### config.mk
export PLATFORM = sky130hd
export DESIGN_NAME = acs_sequencer
export DESIGN_NICKNAME = d
export VERILOG_FILES = /design/src/shared/acs_pkg.sv /design/src/verilog/acs_fifo.sv /design/src/verilog/acs_sequencer.sv
export SDC_FILE = /design/constraint.sdc
export NUM_CORES = 1
export LEC_CHECK = 0
export BUFFER_PORTS_ARGS = -buffer_cell sky130_fd_sc_hd__buf_2
export CORE_MARGIN = 8
export CORE_UTILIZATION = 45
export DETAILED_ROUTE_END_ITERATION = 8
export HOLD_SLACK_MARGIN = 0.05
export SYNTH_ARGS = -nofsm -noshare
export SYNTH_HDL_FRONTEND = slang
export SYNTH_SLANG_ARGS = --single-unit
### constraint.sdc
create_clock -name clk -period 6.05 [get_ports clk]
set_input_delay 0 -clock clk [delete_from_list [all_inputs] [get_ports clk]]
set_output_delay 0 -clock clk [all_outputs]
set_load 0.01 [all_outputs]
### src/shared/acs_pkg.sv
// constants, encodings and state type of the conversion sequencer
// assumes the sequencer clock is the converter system clock at CLK_HZ
package acs_pkg;

  // clock and timing
  localparam int unsigned CLK_HZ = 200_000_000;
  localparam int unsigned RESET_TIME_NS = 50_000;
  localparam int unsigned RESET_CYCLES = (RESET_TIME_NS * (CLK_HZ / 1_000_000) + 999) / 1000;
  localparam int unsigned DIV_NORMAL = 16;
  localparam int unsigned DIV_TURBO = 8;
  localparam int unsigned START_DLY_NORMAL = 210;
  localparam int unsigned START_DLY_TURBO = 114;
  localparam int unsigned DUTY_IDLE_PERIODS = 3;

  // conversion length in modulator ticks, from the normal-mode rate span
  localparam int unsigned MOD_HZ_NORMAL = 256_000;
  localparam int unsigned RATE_MIN_SPS = 20;
  localparam int unsigned RATE_MAX_SPS = 1000;
  localparam int unsigned CONV_TICKS_MAX = MOD_HZ_NORMAL / RATE_MIN_SPS;
  localparam int unsigned CONV_TICKS_MIN = MOD_HZ_NORMAL / RATE_MAX_SPS;

  // widths and buffer depth
  localparam int unsigned RESULT_W = 16;
  localparam int unsigned TEMP_W = 14;
  localparam int unsigned FIFO_DEPTH = 16;
  localparam int unsigned CNT_W = 24;
  localparam int unsigned TICK_W = 16;

  // command bytes, bit 0 is a don't-care
  localparam logic [7:0] CMD_MASK = 8'hFE;
  localparam logic [7:0] CMD_START = 8'h08;
  localparam logic [7:0] CMD_SLEEP = 8'h02;
  localparam logic [2:0] BIT_LAST = 3'h7;

  // operating mode field
  localparam logic [1:0] OPM_NORMAL = 2'h0;
  localparam logic [1:0] OPM_DUTY = 2'h1;
  localparam logic [1:0] OPM_TURBO = 2'h2;

  // configuration defaults
  localparam logic DEF_CONV_MODE = 1'b0;
  localparam logic [2:0] DEF_RATE = 3'h0;
  localparam logic [1:0] DEF_OPM = OPM_NORMAL;
  localparam logic DEF_TEMP_SEL = 1'b0;
  localparam logic DEF_RDY_DOUT = 1'b0;
  localparam logic DEF_PSW = 1'b0;

  typedef enum logic [2:0] {
    ST_RESET,
    ST_START_DLY,
    ST_CONVERT,
    ST_STORE,
    ST_DUTY_IDLE,
    ST_LOW_POWER,
    ST_SLEEP
  } acs_state_e;

endpackage : acs_pkg

### src/verilog/acs_fifo.sv
// result buffer: synchronous fifo with registered read data
// assumes one clock; the head word is valid whenever out_valid is high
`timescale 1ns/1ps
`default_nettype none

module acs_fifo #(
  parameter int unsigned WIDTH = 16,
  parameter int unsigned DEPTH = 16
) (
  // clock and reset
  input wire logic clk,
  input wire logic rst,
  // filling side
  input wire logic in_valid,
  output logic in_ready,
  input wire logic [WIDTH-1:0] in_data,
  // draining side
  output logic out_valid,
  input wire logic out_ready,
  output logic [WIDTH-1:0] out_data
);

  localparam int unsigned AW = $clog2(DEPTH);
  localparam logic [AW:0] FULL = (AW + 1)'(DEPTH);
  localparam logic [AW-1:0] LAST = AW'(DEPTH - 1);

  typedef struct packed {
    logic [AW-1:0] wr_ptr;
    logic [AW-1:0] rd_ptr;
    logic [AW:0] count;
    logic in_ready;
    logic out_valid;
    logic [WIDTH-1:0] out_data;
  } acs_fifo_s;

  acs_fifo_s s;
  acs_fifo_s next_s;
  logic [WIDTH-1:0] mem [DEPTH];
  logic push;
  logic pop;

  assign push = in_valid && s.in_ready;
  assign pop = out_ready && s.out_valid;

  always_comb begin
    next_s = s;
    if (push) begin
      next_s.wr_ptr = (s.wr_ptr == LAST) ? '0 : s.wr_ptr + 1'b1;
    end
    if (pop) begin
      next_s.rd_ptr = (s.rd_ptr == LAST) ? '0 : s.rd_ptr + 1'b1;
    end
    next_s.count = s.count + (AW + 1)'(push) - (AW + 1)'(pop);
    next_s.in_ready = (next_s.count != FULL);
    next_s.out_valid = (next_s.count != '0);
    // bypass covers the word written this cycle at the new head
    if (push && (s.wr_ptr == next_s.rd_ptr)) begin
      next_s.out_data = in_data;
    end else begin
      next_s.out_data = mem[next_s.rd_ptr];
    end
  end

  always_ff @(posedge clk or posedge rst) begin
    if (rst) begin
      s <= '{wr_ptr: '0, rd_ptr: '0, count: '0, in_ready: 1'b1, out_valid: 1'b0,
             out_data: '0};
    end else begin
      s <= next_s;
    end
  end

  always_ff @(posedge clk) begin
    if (push) begin
      mem[s.wr_ptr] <= in_data;
    end
  end

  assign in_ready = s.in_ready;
  assign out_valid = s.out_valid;
  assign out_data = s.out_data;

endmodule : acs_fifo

`default_nettype wire

### src/verilog/acs_sequencer.sv
// conversion sequencer: power-up reset, conversion and operating modes, mode-1 serial port
// assumes serial pins are already synchronous to clk and sampled once per clock;
// the analog front end supplies sample_in and temp_in, valid whenever they are taken
`timescale 1ns/1ps
`default_nettype none

////////////////////////////////////////////////////////////////////////////////
// Summary of operation
// temperature is 14 bits left-aligned, twos complement
// power-up reset runs about 50 us
// reset loads defaults, single-shot selected
// first conversion after reset, ready falls
// conversion mode bit picks single or continuous
// single-shot converts once per start, then low power
// single-shot config write restarts one conversion
// continuous stores result, starts next at once
// continuous needs mode bit and start, delayed
// continuous config write restarts current conversion
// host sends start right after setting mode
// normal mode default, modulator clock divide 16
// rate field sets conversion length, scales
// duty-cycle idles three periods after each conversion
// duty-cycle rates quarter of normal rates
// turbo mode modulator clock divide 8
// sleep finishes conversion, powers down, opens switch
// start in sleep wakes per mode bit
// config write in sleep wakes single conversion
// serial port is mode 1 only
// ready can also show on serial output
// host holds chip select low per transaction
// chip select high resets port, floats output
// host keeps serial clock low when idle
// ready returns high on next clock rise
// start command byte is 0000 100x
// sleep command byte is 0000 001x
// input data sampled on falling clock edges
// last result stays readable during low power
module acs_sequencer #(
  parameter int unsigned RESET_CYCLES = acs_pkg::RESET_CYCLES,
  parameter int unsigned CONV_TICKS_MAX = acs_pkg::CONV_TICKS_MAX,
  parameter int unsigned CONV_TICKS_MIN = acs_pkg::CONV_TICKS_MIN,
  parameter int unsigned FIFO_DEPTH = acs_pkg::FIFO_DEPTH
) (
  // clock and reset
  input wire logic clk,
  input wire logic rst,
  // serial port
  input wire logic cs_n,
  input wire logic sclk,
  input wire logic din,
  output logic serial_out_with_ready,
  output logic serial_out_oe_n,
  output logic result_ready_n,
  // configuration write
  input wire logic cfg_write,
  input wire logic cfg_conversion_mode_bit,
  input wire logic [2:0] cfg_rate_select_field,
  input wire logic [1:0] cfg_op_mode,
  input wire logic cfg_temp_sel,
  input wire logic cfg_ready_on_dout,
  input wire logic cfg_switch_enable,
  // analog front end
  input wire logic [acs_pkg::RESULT_W-1:0] sample_in,
  input wire logic [acs_pkg::TEMP_W-1:0] temp_in,
  output logic analog_on,
  output logic low_side_switch_closed,
  output logic sleeping
);

  typedef struct packed {
    acs_pkg::acs_state_e state;
    logic [acs_pkg::CNT_W-1:0] cnt;
    logic [4:0] div_cnt;
    logic [acs_pkg::TICK_W-1:0] tick_cnt;
    logic [1:0] idle_per;
    logic conversion_mode_bit;
    logic [2:0] rate_select_field;
    logic [1:0] op_mode;
    logic temp_sel;
    logic ready_on_dout;
    logic switch_enable;
    logic cont_run;
    logic sleep_pend;
    logic switch_closed;
    logic analog_on;
    logic asleep;
    logic [acs_pkg::RESULT_W-1:0] last_result;
    logic result_ready_n;
    logic sclk_prev;
    logic [7:0] in_shift;
    logic [2:0] in_cnt;
    logic [acs_pkg::RESULT_W-1:0] out_shift;
    logic tx_started;
    logic dout;
    logic dout_oe_n;
  } acs_seq_s;

  localparam logic [acs_pkg::CNT_W-1:0] RST_LAST = acs_pkg::CNT_W'(RESET_CYCLES - 1);
  localparam logic [acs_pkg::CNT_W-1:0] DLY_N_LAST = acs_pkg::CNT_W'(acs_pkg::START_DLY_NORMAL - 1);
  localparam logic [acs_pkg::CNT_W-1:0] DLY_T_LAST = acs_pkg::CNT_W'(acs_pkg::START_DLY_TURBO - 1);
  localparam logic [4:0] DIV_N_LAST = 5'(acs_pkg::DIV_NORMAL - 1);
  localparam logic [4:0] DIV_T_LAST = 5'(acs_pkg::DIV_TURBO - 1);
  localparam logic [1:0] IDLE_LAST = 2'(acs_pkg::DUTY_IDLE_PERIODS - 1);
  localparam logic [acs_pkg::TICK_W-1:0] TICKS_MAX = acs_pkg::TICK_W'(CONV_TICKS_MAX);
  localparam logic [acs_pkg::TICK_W-1:0] TICKS_MIN = acs_pkg::TICK_W'(CONV_TICKS_MIN);

  acs_seq_s s;
  acs_seq_s next_s;

  // result buffer
  logic fifo_in_valid;
  logic fifo_in_ready;
  logic fifo_out_valid;
  logic fifo_pop;
  logic [acs_pkg::RESULT_W-1:0] fifo_out_data;
  logic [acs_pkg::RESULT_W-1:0] store_word;

  // serial events
  logic sclk_rise;
  logic sclk_fall;
  logic [7:0] cmd_byte;
  logic byte_done;
  logic start_cmd;
  logic sleep_cmd;
  logic live;
  logic tick;
  logic [4:0] div_last;
  logic [acs_pkg::CNT_W-1:0] dly_last;
  logic [acs_pkg::TICK_W-1:0] conv_last;
  logic [acs_pkg::TICK_W-1:0] ticks;
  logic [acs_pkg::RESULT_W-1:0] load_word;

  ////////////////////////////////////////////////////////////////////////////////

  // conversion results stall in ST_STORE while the buffer is full
  acs_fifo #(
    .WIDTH(acs_pkg::RESULT_W),
    .DEPTH(FIFO_DEPTH)
  ) u_fifo (
    .clk(clk),
    .rst(rst),
    .in_valid(fifo_in_valid),
    .in_ready(fifo_in_ready),
    .in_data(store_word),
    .out_valid(fifo_out_valid),
    .out_ready(fifo_pop),
    .out_data(fifo_out_data)
  );

  ////////////////////////////////////////////////////////////////////////////////

  // chip select high masks both clock edges
  assign sclk_rise = !cs_n && sclk && !s.sclk_prev;
  assign sclk_fall = !cs_n && !sclk && s.sclk_prev;
  assign cmd_byte = {s.in_shift[6:0], din};
  assign byte_done = sclk_fall && (s.in_cnt == acs_pkg::BIT_LAST);
  assign live = (s.state != acs_pkg::ST_RESET);
  assign start_cmd = live && byte_done
      && ((cmd_byte & acs_pkg::CMD_MASK) == acs_pkg::CMD_START);
  assign sleep_cmd = live && byte_done
      && ((cmd_byte & acs_pkg::CMD_MASK) == acs_pkg::CMD_SLEEP);

  // temperature code lands in the top 14 bits, sign bit unchanged
  assign store_word = s.temp_sel ? {temp_in, 2'b00} : sample_in;
  assign fifo_in_valid = (s.state == acs_pkg::ST_STORE);
  assign fifo_pop = sclk_rise && !s.tx_started && fifo_out_valid;
  // an empty buffer still answers with the last stored result
  assign load_word = fifo_out_valid ? fifo_out_data : s.last_result;

  assign div_last = (s.op_mode == acs_pkg::OPM_TURBO) ? DIV_T_LAST : DIV_N_LAST;
  assign tick = (s.div_cnt == div_last);
  assign dly_last = (s.op_mode == acs_pkg::OPM_TURBO) ? DLY_T_LAST : DLY_N_LAST;
  // halving per rate code, floored at the fastest rate
  assign ticks = TICKS_MAX >> s.rate_select_field;
  assign conv_last = ((ticks < TICKS_MIN) ? TICKS_MIN : ticks) - 1'b1;

  ////////////////////////////////////////////////////////////////////////////////

  always_comb begin
    next_s = s;
    next_s.sclk_prev = sclk;
    next_s.div_cnt = tick ? '0 : s.div_cnt + 1'b1;

    // sequencer
    case (s.state)
      acs_pkg::ST_RESET: begin
        next_s.cnt = s.cnt + 1'b1;
        if (s.cnt == RST_LAST) begin
          next_s.state = acs_pkg::ST_CONVERT;
          next_s.tick_cnt = '0;
          next_s.div_cnt = '0;
        end
      end
      acs_pkg::ST_START_DLY: begin
        next_s.cnt = s.cnt + 1'b1;
        if (s.cnt == dly_last) begin
          next_s.state = acs_pkg::ST_CONVERT;
          next_s.tick_cnt = '0;
          next_s.div_cnt = '0;
        end
      end
      acs_pkg::ST_CONVERT: begin
        if (tick) begin
          next_s.tick_cnt = s.tick_cnt + 1'b1;
          if (s.tick_cnt == conv_last) begin
            next_s.state = acs_pkg::ST_STORE;
          end
        end
      end
      acs_pkg::ST_STORE: begin
        if (fifo_in_ready) begin
          next_s.last_result = store_word;
          if (s.sleep_pend) begin
            next_s.state = acs_pkg::ST_SLEEP;
            next_s.sleep_pend = 1'b0;
          end else if (!s.cont_run) begin
            next_s.state = acs_pkg::ST_LOW_POWER;
          end else if (s.op_mode == acs_pkg::OPM_DUTY) begin
            next_s.state = acs_pkg::ST_DUTY_IDLE;
            next_s.idle_per = '0;
            next_s.tick_cnt = '0;
          end else begin
            next_s.state = acs_pkg::ST_CONVERT;
            next_s.tick_cnt = '0;
          end
        end
      end
      acs_pkg::ST_DUTY_IDLE: begin
        // three idle periods of one conversion length each
        if (tick) begin
          next_s.tick_cnt = s.tick_cnt + 1'b1;
          if (s.tick_cnt == conv_last) begin
            next_s.tick_cnt = '0;
            next_s.idle_per = s.idle_per + 1'b1;
            if (s.idle_per == IDLE_LAST) begin
              next_s.state = acs_pkg::ST_CONVERT;
            end
          end
        end
      end
      acs_pkg::ST_LOW_POWER, acs_pkg::ST_SLEEP: begin
      end
      default: begin
        next_s.state = acs_pkg::ST_LOW_POWER;
      end
    endcase

    // commands and configuration writes override the sequence
    if (start_cmd) begin
      next_s.cont_run = s.conversion_mode_bit;
      next_s.sleep_pend = 1'b0;
      next_s.state = acs_pkg::ST_START_DLY;
      next_s.cnt = '0;
      next_s.switch_closed = s.switch_enable;
    end else if (live && cfg_write) begin
      next_s.conversion_mode_bit = cfg_conversion_mode_bit;
      next_s.rate_select_field = cfg_rate_select_field;
      next_s.op_mode = cfg_op_mode;
      next_s.temp_sel = cfg_temp_sel;
      next_s.ready_on_dout = cfg_ready_on_dout;
      next_s.switch_enable = cfg_switch_enable;
      if (s.state == acs_pkg::ST_SLEEP) begin
        next_s.cont_run = 1'b0;
        next_s.state = acs_pkg::ST_START_DLY;
        next_s.cnt = '0;
      end else if (!s.cont_run) begin
        next_s.state = acs_pkg::ST_START_DLY;
        next_s.cnt = '0;
      end else if (s.state == acs_pkg::ST_CONVERT) begin
        next_s.tick_cnt = '0;
        next_s.div_cnt = '0;
      end
    end
    if (sleep_cmd) begin
      // a store landing this cycle has already finished its conversion
      if ((s.state == acs_pkg::ST_CONVERT)
          || ((s.state == acs_pkg::ST_STORE) && !fifo_in_ready)) begin
        next_s.sleep_pend = 1'b1;
      end else begin
        next_s.state = acs_pkg::ST_SLEEP;
      end
    end
    if (!next_s.switch_enable || (next_s.state == acs_pkg::ST_SLEEP)) begin
      next_s.switch_closed = 1'b0;
    end
    // oscillator and analog blocks only run while a conversion is pending
    next_s.analog_on = (next_s.state == acs_pkg::ST_START_DLY)
        || (next_s.state == acs_pkg::ST_CONVERT)
        || (next_s.state == acs_pkg::ST_STORE);
    next_s.asleep = (next_s.state == acs_pkg::ST_SLEEP);

    // serial port
    if (cs_n) begin
      next_s.in_cnt = '0;
      next_s.in_shift = '0;
      next_s.tx_started = 1'b0;
      next_s.out_shift = '0;
    end else if (sclk_fall) begin
      next_s.in_shift = cmd_byte;
      next_s.in_cnt = s.in_cnt + 1'b1;
    end
    if (sclk_rise) begin
      next_s.result_ready_n = 1'b1;
      if (!s.tx_started) begin
        next_s.tx_started = 1'b1;
        next_s.dout = load_word[acs_pkg::RESULT_W-1];
        next_s.out_shift = {load_word[acs_pkg::RESULT_W-2:0], 1'b0};
      end else begin
        next_s.dout = s.out_shift[acs_pkg::RESULT_W-1];
        next_s.out_shift = {s.out_shift[acs_pkg::RESULT_W-2:0], 1'b0};
      end
    end
    // a finished conversion wins over a clock edge in the same cycle
    if ((s.state == acs_pkg::ST_STORE) && fifo_in_ready) begin
      next_s.result_ready_n = 1'b0;
    end
    if (!cs_n && !next_s.tx_started && s.ready_on_dout) begin
      next_s.dout = next_s.result_ready_n;
    end
    if (cs_n) begin
      next_s.dout = 1'b0;
    end
    next_s.dout_oe_n = cs_n;
  end

  ////////////////////////////////////////////////////////////////////////////////

  always_ff @(posedge clk or posedge rst) begin
    if (rst) begin
      s <= '{state: acs_pkg::ST_RESET, cnt: '0, div_cnt: '0, tick_cnt: '0, idle_per: '0,
             conversion_mode_bit: acs_pkg::DEF_CONV_MODE,
             rate_select_field: acs_pkg::DEF_RATE,
             op_mode: acs_pkg::DEF_OPM,
             temp_sel: acs_pkg::DEF_TEMP_SEL,
             ready_on_dout: acs_pkg::DEF_RDY_DOUT,
             switch_enable: acs_pkg::DEF_PSW, asleep: 1'b0,
             cont_run: 1'b0, sleep_pend: 1'b0, switch_closed: 1'b0, analog_on: 1'b1,
             last_result: '0, result_ready_n: 1'b1, sclk_prev: 1'b0, in_shift: '0,
             in_cnt: '0, out_shift: '0, tx_started: 1'b0, dout: 1'b0, dout_oe_n: 1'b1};
    end else begin
      s <= next_s;
    end
  end

  assign serial_out_with_ready = s.dout;
  assign serial_out_oe_n = s.dout_oe_n;
  assign result_ready_n = s.result_ready_n;
  assign analog_on = s.analog_on;
  assign low_side_switch_closed = s.switch_closed;
  assign sleeping = s.asleep;

endmodule : acs_sequencer

`default_nettype wire

==> impl_metrics.ini, run 1 <==
[power_and_ir_drop]
p_leak_nw = 8.01
powerDensity_mw_per_mm2 = 371
fin_total_pwr_mw = 7.64
ir_worst_vdd_uv = 247

[drt]
dr.pass1.iters = 5
wl_per_cell_um = 21.8
num_vias = 12300
drc = 0
wl_mm = 46.6
vias_per_cell = 5.76
drtIter0Drc = 1126
antenna_left = 0

[clock_network]
clkLatencyLatePin_ns = 0.57
cts_buffers = 42
cts_tree = yes
cts_buffer_depth = 3
cts_sinks = 397
clk_pin_slew_worst_paths_ns = 0.06
cts-htree-levels = 2
clockRootBuffer = clkbuf_16

[synthesis]
seq_area_frac_synth_pct = 61.9
synth_cell_types = 84
synth-seq-cells = 397
synth_edf_count = 256
yosysWarnings = 0
synthArstFlopShare_pct = 35.5
syn_avg_cell_area_um2 = 11.9
synth_ff_type = edfxtp_1
syn_inst = 1520
synth_nets = 1587
mappedNetlistArea_mm2 = 0.0181

[timing]
fmax_mhz = 265
slew_headroom_pct = 19.1
finalSetupViolCount = 0
hold_slack_ns = 0.124
fin_worst_skew_ns = 0.0246
setup_tns_ns = 0
period_needed_ns = 3.78
slew_viol_final = 0
tightestPinTransition_ns = 1.21
min_period_over_period_pct = 62.4
grt_setup_unrepaired = false
hold_viol = 0

[flow_run]
drv_cap = 0

[worst_setup_path]
crit_family = buffers and inverters
critPathKind = reg -> reg
critPathMaxFanout = 82
slowest_stage = dfrtp_1
cp_cell_sequence = nor2b_1, nand3_2, and2_4, inv_4, buf_4, a211oi_1, o21ai_0, o2111ai_1, mux2i_1
endpoint_kind = flip-flop
startpoint_type = flip-flop
critPathBufInv = 2
arrival_ns = 4.26
cp.required_ns = 6.54
slowest_delay_ns = 0.72

[die]
core_mm2 = 0.0397
placementRows = 73
start_util_pct = 45.6
die_x_um = 217
die_h_um = 217
ios = 51
dieArea_mm2 = 0.0470

[final_layout]
post-route-util_pct = 51.8
drive_above_1_share_pct = 11.2
fill_cells = 3501
regArea_mm2 = 0.0112
syn2layout_area_growth_pct = 13.6
num_antenna_cells = 0
layout.nets = 1652
multiInputGateArea_mm2 = 0.00627

[grt]
grt_pass1_wl_mm = 72.3
track_usage_pct = 19.7
grt_pass1_vias = 12100
grt_max_degree = 94
antenna_found_initial = 0
globalRouteOverflowTotal = 0

[outcome]
status = completed

[placement]
routabilityCongestion = 0.836
dp_hpwl_mm = 27.7
port_buffers = 50

[min_path]
hp-class = in -> async
-- synthesized netlist by cell type (5+ instances only) --
cell / n / share of area, %
nand3_1: 27 / 0.75
nand2b_1: 20 / 0.69
or3_1: 6 / 0.21
edfxtp_1: 256 / 42
buf_2: 18 / 0.50
clkbuf_1: 67 / 1.4
a21oi_1: 39 / 1.1
buf_6: 6 / 0.37
nand2_1: 131 / 2.7
a31oi_1: 26 / 0.90
inv_1: 47 / 0.97
o21ai_0: 112 / 3.1
nor2b_1: 11 / 0.38
a211oi_1: 108 / 4.5
o21ai_1: 8 / 0.22
nor2_1: 80 / 1.7
and3_1: 124 / 4.3
xor2_1: 20 / 0.97
nand4_1: 9 / 0.31
o22ai_1: 5 / 0.17
ha_1: 21 / 1.4
nor3_1: 10 / 0.28
xnor2_1: 32 / 1.5
buf_1: 7 / 0.14
mux2_2: 8 / 0.50
mux2i_1: 49 / 2.7
and2_1: 14 / 0.48
nor4_1: 8 / 0.28
nor3b_1: 6 / 0.25
dfrtp_1: 137 / 19
o2111ai_1: 15 / 0.72
-- layout by cell type, fill, tap and decap left out, drive strengths merged, types with 26 or more instances in the layout --
cell / instances
a211oi: 108
a21oi: 39
a31oi: 26
and3: 124
buf: 75
clkbuf: 54
dfrtp: 137
dlygate4sd3: 48
edfxtp: 256
inv: 51
mux2i: 49
nand2: 131
nand3: 29
nor2: 81
o21ai: 121
xnor2: 33
-- state kept, by name, summed over array words and instances (netlist names) --
register,count
s,97
analog_on,1
u_fifo.out_data,16
serial_out_oe_n,1
u_fifo.in_ready,1
serial_out_with_ready,1
u_fifo.s,13
sleeping,1
u_fifo.mem,256
cmd_byte,7
result_ready_n,1
u_fifo.out_valid,1
low_side_switch_closed,1
-- metal layers --
layer | GRT usage, % | vias to the layer above | part of all wire (%)
li1 | - | 5777 | -
met1 | 26.8 | 6153 | 44
met2 | 31.8 | 329 | 48
met3 | 3.61 | 71 | 5.8
met4 | 5.68 | 0 | 2.4
met5 | 0 | - | 0
-- tightest hold or removal path, stage by stage --
cell and delay (ns):
dlygate4sd3_1 0.53, buf_2 0.14, inv_6 0.51
-- worst paths after layout --
check | from | end | slack (ns) | cells past startpoint
worst max-delay path | s[2] | u_fifo.out_data[5] | 2.27 | 9
worst min-delay path | rst | s[96] | 0.12 | 3
worst max register to register | s[2] | u_fifo.out_data[5] | 2.27 | 9
worst min register to register | s[80] | s[80] | 0.47 | 1
max in group asynchronous | rst | s[15] | 4.54 | 4
min in group clk | temp_in[5] | u_fifo.mem[14][7] | 0.17 | 3
-- cell type report --
cell class | count | area share [%]
clock buffers | 54 | 5.37
clock inverters | 20 | 0.997
inverters | 52 | 0.991
well taps | 525 | 3.19
repair buffers | 123 | 4.46
flip-flops and latches | 397 | 54.5
multi-input cells | 969 | 30.5
-- cells by family (layout without fill, tap and decap cells) --
family / Yosys count / after routing / synth area share [%]
AND/OR/NAND/NOR: 480 / 480 / 14.1
adder cells (fa/ha/maj): 22 / 22 / 1.56
XOR/XNOR: 53 / 53 / 2.60
AO/OA/AOI/OAI: 355 / 355 / 12.8
flip-flops: 397 / 397 / 61.9
multiplexers: 59 / 59 / 3.45
buffers and inverters: 154 / 249 / 3.67
-- stage by stage --
stage	instance area, um2	setup WS (ns)	cells
finish	20600	2.27	2140
floorplan	18100	2.28	1520
global route	20600	1.98	2140
CTS	20600	2.30	2140
detailed placement	18800	2.29	2018
global placement	18800	2.39	2018
-- power by group --
| part | total [mW] | switching [mW] | internal [mW] |
|---|---|---|---|
| logic | 1.94 | 1.24 | 0.704 |
| clock network | 2.49 | 1.06 | 1.43 |
| registers | 3.21 | 0.153 | 3.06 |
-- timing repair --
action	in CTS	in global routing
setup buffers	0	0
hold buffers	48	0
resized for setup	0	0
endpoints found under the hold margin	128	0
Power figures use the tool's default switching activity.
==> run 2, diff against run 1 <==
--- a/config.mk
+++ b/config.mk
@@ -5,6 +5,7 @@
 export SDC_FILE = /design/constraint.sdc
 export NUM_CORES = 1
 export LEC_CHECK = 0
+export ABC_AREA = 1
 export BUFFER_PORTS_ARGS = -buffer_cell sky130_fd_sc_hd__buf_2
 export CORE_MARGIN = 8
 export CORE_UTILIZATION = 45
==> constraint.sdc (replaced) <==
create_clock -name clk -period 3.3 [get_ports clk]
set_input_delay 0 -clock clk [delete_from_list [all_inputs] [get_ports clk]]
set_output_delay 0 -clock clk [all_outputs]
set_load 0.01 [all_outputs]
==> impl_metrics.ini, run 2 <==
[outcome]
status = completed

[clock_network]
cts_buffers = 43
cts_sinks = 397
cts-htree-levels = 2
cts_buffer_depth = 3
clockRootBuffer = clkbuf_16
cts_tree = yes
clk_pin_slew_worst_paths_ns = 0.06
clkLatencyLatePin_ns = 0.59
cts_setup_buffers = 0

[worst_setup_path]
startpoint_type = flip-flop
endpoint_kind = flip-flop
arrival_ns = 3.41
worst-r2r-cell-count = 19
slowest_delay_ns = 0.48
slowest_stage = dfrtp_1
crit_path_frequent_cell = nand2_1
cp.required_ns = 3.81
critPathKind = reg -> reg
cp_cell_sequence = inv_1, ha_1, inv_1, nand2_1, nand3_1, nand3_1, nand2_1, nand2_1, nand2_1, nand2_1, nor2_1, nand2_1, nor2_1, nand4_1, nand2_1, nand2_1, nand2_1, nor2_1, nor2_1
critPathMaxFanout = 7

[timing]
finalSetupViolCount = 0
slew_headroom_pct = 34.7
min_period_over_period_pct = 88.1
fin_worst_skew_ns = 0.0286
slew_viol_final = 0
hold_slack_ns = 0.128
hold_viol = 0
fmax_mhz = 344
period_needed_ns = 2.91
setup_tns_ns = 0
tightestPinTransition_ns = 0.978
grt_setup_unrepaired = false

[synthesis]
synth_cell_types = 53
mappedNetlistArea_mm2 = 0.0180
synth_edf_count = 256
synth_common_cells = 258 x nand2_1, 257 x o21ai_0, 256 x edfxtp_1
synthArstFlopShare_pct = 35.5
syn_avg_cell_area_um2 = 10.1
synth_nets = 1851
synthTopCellsByArea = edfxtp_1 43%, dfrtp_1 19%, o21ai_0 7.2%, nand2_1 5.4%, nor2_1 5.0%
post-synth-top-count-cell = nand2_1
synth_ff_type = edfxtp_1
seq_area_frac_synth_pct = 62.5
yosysWarnings = 0
synth-seq-cells = 397
syn_inst = 1784
yosys.area.top_type = edfxtp_1
netlist.area_leader.share_pct = 42.8

[flow_run]
drv_cap = 0

[die]
dieArea_mm2 = 0.0466
core_mm2 = 0.0395
die_h_um = 216
die_x_um = 216
ios = 51
start_util_pct = 45.4
placementRows = 73

[final_layout]
fill_cells = 3516
layout.nets = 1939
largest-register = u_fifo.mem
syn2layout_area_growth_pct = 14.9
final_cell_mix = 257 x o21ai_0, 256 x nand2_1, 256 x edfxtp_1
largest_reg_flops = 256
drive_above_1_share_pct = 11.5
regArea_mm2 = 0.0112
num_antenna_cells = 0
final_common_cell = o21ai_0
multiInputGateArea_mm2 = 0.00582

[drt]
wl_met2_mm = 20.9
wl_mm = 47.8
vias_per_cell = 5.53
met1_length_mm = 21.6
routed.top_layer = met4
drc = 0
num_vias = 13500
dr.pass1.iters = 5
drtIter0Drc = 1371
met3_length_mm = 3.80
antenna_left = 0
wl_per_cell_um = 19.6

[placement]
dp_hpwl_mm = 29.9
routabilityCongestion = 0.858
port_buffers = 50

[power_and_ir_drop]
p_leak_nw = 8.14
powerDensity_mw_per_mm2 = 710
ir_worst_vdd_uv = 469

[grt]
globalRouteOverflowTotal = 0
antenna_found_initial = 0
track_usage_pct = 20.3
grt_max_degree = 83
grt_pass1_vias = 13100
grt_pass1_wl_mm = 75.1

[min_path]
hold_depth = 2
hp-class = in -> reg
-- run 2: cell count changes in the layout (fill, tap and decap cells not counted), moves of 58 or more --
cell / before / now
a211oi_1: 108 / 6
and3_1: 124 / 1
inv_1: 46 / 165
nand2_1: 131 / 256
nand3_1: 26 / 84
nor2_1: 78 / 226
o21ai_0: 112 / 257
o221ai_1: 0 / 62
-- run 2: per-stage QoR --
stage	cells	area [um2]	setup slack [ns]	utilization (%)	power, mW
3_3_place_gp	2336	19100	0.371	48.3	9.96
6_report	2432	20700	0.391	52.2	14.7
4_1_cts	2432	20600	0.296	52.2	14.7
5_1_grt	2432	20700	0.0123	52.2	15.4
2_1_floorplan	1784	18000	0.806	-	8.58
3_5_place_dp	2336	19100	0.321	48.3	10.0
-- run 2: final timing paths --
| path | from | end | slack [ns] |
|---|---|---|---|
| setup / recovery | s[59] | analog_on | 0.39 |
| hold / removal | cs_n | serial_out_oe_n | 0.13 |
| setup reg to reg | s[59] | analog_on | 0.39 |
| hold reg to reg | s[80] | s[80] | 0.46 |
| max in group asynchronous | rst | result_ready_n | 2.14 |
| min in group asynchronous | rst | s[101] | 0.21 |
-- run 2: cells by family after synthesis --
family                     Yosys count  share of synthesized area [%]
AOI/OAI and AO/OA                  437                           13.9
xor gates and xnor gates            20                           1.08
muxes                                1                         0.0627
DFF                                397                           62.5
buffers and inverters              253                           5.46
adders and majority gates           22                           1.57
and+or+nand+nor                    654                           15.5
-- run 2: critical path: cells and delay by family (launching register included) --
family	cells	cell delay (ns)
and+or+nand+nor	16	1.78
DFF	1	0.48
adders and majority gates	1	0.34
buffers and inverters	2	0.22
-- run 2: cell type report --
type,count,share of cell area [%]
inverter,176,3.22
sequential,397,54.3
clock buffer,60,5.81
clock inverter,20,0.812
multi-input combinational,1134,28.2
tap,525,3.18
timing repair buffer,120,4.44
-- run 2: layer usage --
layer  up-vias  global-route usage, %
met5         -                      0
met4         0                   7.04
met3        91                   4.34
met2       495                   30.0
met1      6481                   29.1
li1       6391                      -
-- run 2: timing repair --
| item | in CTS | in global routing |
|---|---|---|
| resized for setup | 0 | 1 |
| hold buffers | 16 | 0 |
| endpoints found under the hold margin | 70 | 0 |
| setup endpoints to repair | 0 | 8 |
-- run 2: power by group --
part           leakage, nW  switching (mW)  internal (mW)
combinational         3.41            2.87           1.32
clock                0.671            2.02           2.65
sequential            4.05           0.167           5.63
==> run 3, diff against run 2 <==
--- a/config.mk
+++ b/config.mk
@@ -8,9 +8,11 @@
 export ABC_AREA = 1
 export BUFFER_PORTS_ARGS = -buffer_cell sky130_fd_sc_hd__buf_2
 export CORE_MARGIN = 8
-export CORE_UTILIZATION = 45
+export CORE_UTILIZATION = 56
 export DETAILED_ROUTE_END_ITERATION = 8
 export HOLD_SLACK_MARGIN = 0.05
+export PLACE_DENSITY = 0.76
+export SETUP_SLACK_MARGIN = 0.5
 export SYNTH_ARGS = -nofsm -noshare
 export SYNTH_HDL_FRONTEND = slang
 export SYNTH_SLANG_ARGS = --single-unit
==> constraint.sdc (replaced) <==
create_clock -name clk -period 3.3 [get_ports clk]
set_input_delay 0 -clock clk [delete_from_list [all_inputs] [get_ports clk]]
set_output_delay 0 -clock clk [all_outputs]
set_load 0.05 [all_outputs]
==> impl_metrics.ini, run 3 (synthesis gave the netlist of run 2 again) <==
[worst_setup_path]
startpoint_type = flip-flop
critPathKind = reg -> reg
critPathBufInv = 2
cp_cell_sequence = ha_1, a31o_2, o21ai_4, clkbuf_16, xor2_1, nand4_1, nor4_4, buf_4, nor2_1, a21oi_1
endpoint_kind = flip-flop
crit_start = u_fifo.s[23]
slowest_stage = dfrtp_1
cp.required_ns = 3.76
slowest_delay_ns = 0.41
crit_family = compound AO/OA/AOI/OAI gates
arrival_ns = 3.06
critPathMaxFanout = 65
r2r-start = u_fifo.s[23]

[timing]
fmax_mhz = 384
setup_tns_ns = 0
tightestPinTransition_ns = 0.799
fin_worst_skew_ns = 0.0249
hold_viol = 0
hold_slack_ns = 0.157
grt_setup_unrepaired = false
slew_viol_final = 0
slew_headroom_pct = 46.6
finalSetupViolCount = 0
period_needed_ns = 2.60
min_period_over_period_pct = 78.9

[die]
placementRows = 65
core_mm2 = 0.0316
start_util_pct = 56.9
die_h_um = 195
die_x_um = 195
dieArea_mm2 = 0.0381
ios = 51

[final_layout]
fill_cells = 2385
syn2layout_area_growth_pct = 14.3
layout.nets = 1940
largest_reg_flops = 256
drive_above_1_share_pct = 11.5
final_cell_mix = 256 x o21ai_0, 256 x edfxtp_1, 255 x nand2_1
regArea_mm2 = 0.0112
num_antenna_cells = 0
multiInputGateArea_mm2 = 0.00587
largest-register = u_fifo.mem

[grt]
globalRouteOverflowTotal = 0
track_usage_pct = 22.5
grt_max_degree = 142
grt_pass1_wl_mm = 69.7
grt_pass1_vias = 13200
antenna_found_initial = 0

[drt]
drc = 0
num_vias = 13700
drtIter0Drc = 1620
met1_length_mm = 18.5
vias_per_cell = 5.92
wl_met2_mm = 21.0
dr.pass1.iters = 6
wl_per_cell_um = 19.2
routed.top_layer = met4
met3_length_mm = 3.95
wl_mm = 44.3
antenna_left = 0

[clock_network]
cts_buffers = 41
clockRootBuffer = clkbuf_16
cts_tree = yes
cts_buffer_depth = 3
cts-htree-levels = 2
cts_sinks = 397
clk_pin_slew_worst_paths_ns = 0.06
clkLatencyLatePin_ns = 0.54

[power_and_ir_drop]
p_leak_nw = 8.16
powerDensity_mw_per_mm2 = 715
ir_worst_vdd_uv = 498

[min_path]
hp-class = in -> reg
min-delay-start = cs_n

[placement]
routabilityCongestion = 0.851
port_buffers = 50
dp_hpwl_mm = 27.2

[flow_run]
drv_cap = 0

[outcome]
status = completed
## run 3: metal layers
layer,global-route usage (%),vias to the layer above
li1,-,6408
met1,30.8,6583
met2,36.9,594
met3,3.94,73
met4,6.09,0
met5,0,-
## run 3: report_power, final
| part | internal (mW) | total [mW] | switching [mW] |
|---|---|---|---|
| registers | 5.63 | 5.79 | 0.151 |
| logic | 1.28 | 4.31 | 3.02 |
| clock network | 2.74 | 4.59 | 1.85 |
| total | 9.66 | 14.7 | 5.02 |
## run 3: final cells by class
type | instances | area share (%)
clock inverter | 13 | 0.688
multi-input combinational | 1134 | 28.6
inverter | 176 | 3.26
clock buffer | 63 | 5.99
timing repair buffer | 123 | 4.36
tap | 402 | 2.45
sequential | 397 | 54.6
## run 3: path summary, 6_finish.rpt
kind | endpoint | slack (ns) | cells past startpoint
min | serial_out_oe_n | 0.16 | 2
min reg2reg | s[80] | 0.46 | 1
max in group asynchronous | s[59] | 2.45 | 4
max | u_fifo.out_data[15] | 0.70 | 10
min in group asynchronous | s[95] | 0.23 | 4
max reg2reg | u_fifo.out_data[15] | 0.70 | 10
## run 3: repair_timing
item,in CTS,in global routing
gates cloned,0,1
pin swaps,1,3
endpoints found under the hold margin,166,0
setup endpoints to repair,29,46
resized for setup,3,23
setup buffers,3,6
hold buffers,16,0
## run 3: metrics by stage
stage	instance area [um2]	power (mW)	std cells	util (%)	setup WS [ns]
after detailed placement	18800	9.90	2206	59.6	0.438
after CTS	20400	14.5	2301	64.6	0.526
after global placement	18800	9.76	2206	59.6	0.508
final	20500	14.7	2308	65.1	0.695
after floorplan	18000	8.59	1784	-	0.806
after global routing	20500	15.4	2308	65.1	0.473
## run 3: worst register-to-register path: stages, from the launching register on
cell       delay (ns)
dfrtp_1          0.41
ha_1             0.24
a31o_2           0.27
o21ai_4          0.22
clkbuf_16        0.35
xor2_1           0.24
nand4_1          0.16
nor4_4           0.15
buf_4            0.26
nor2_1           0.09
a21oi_1          0.13
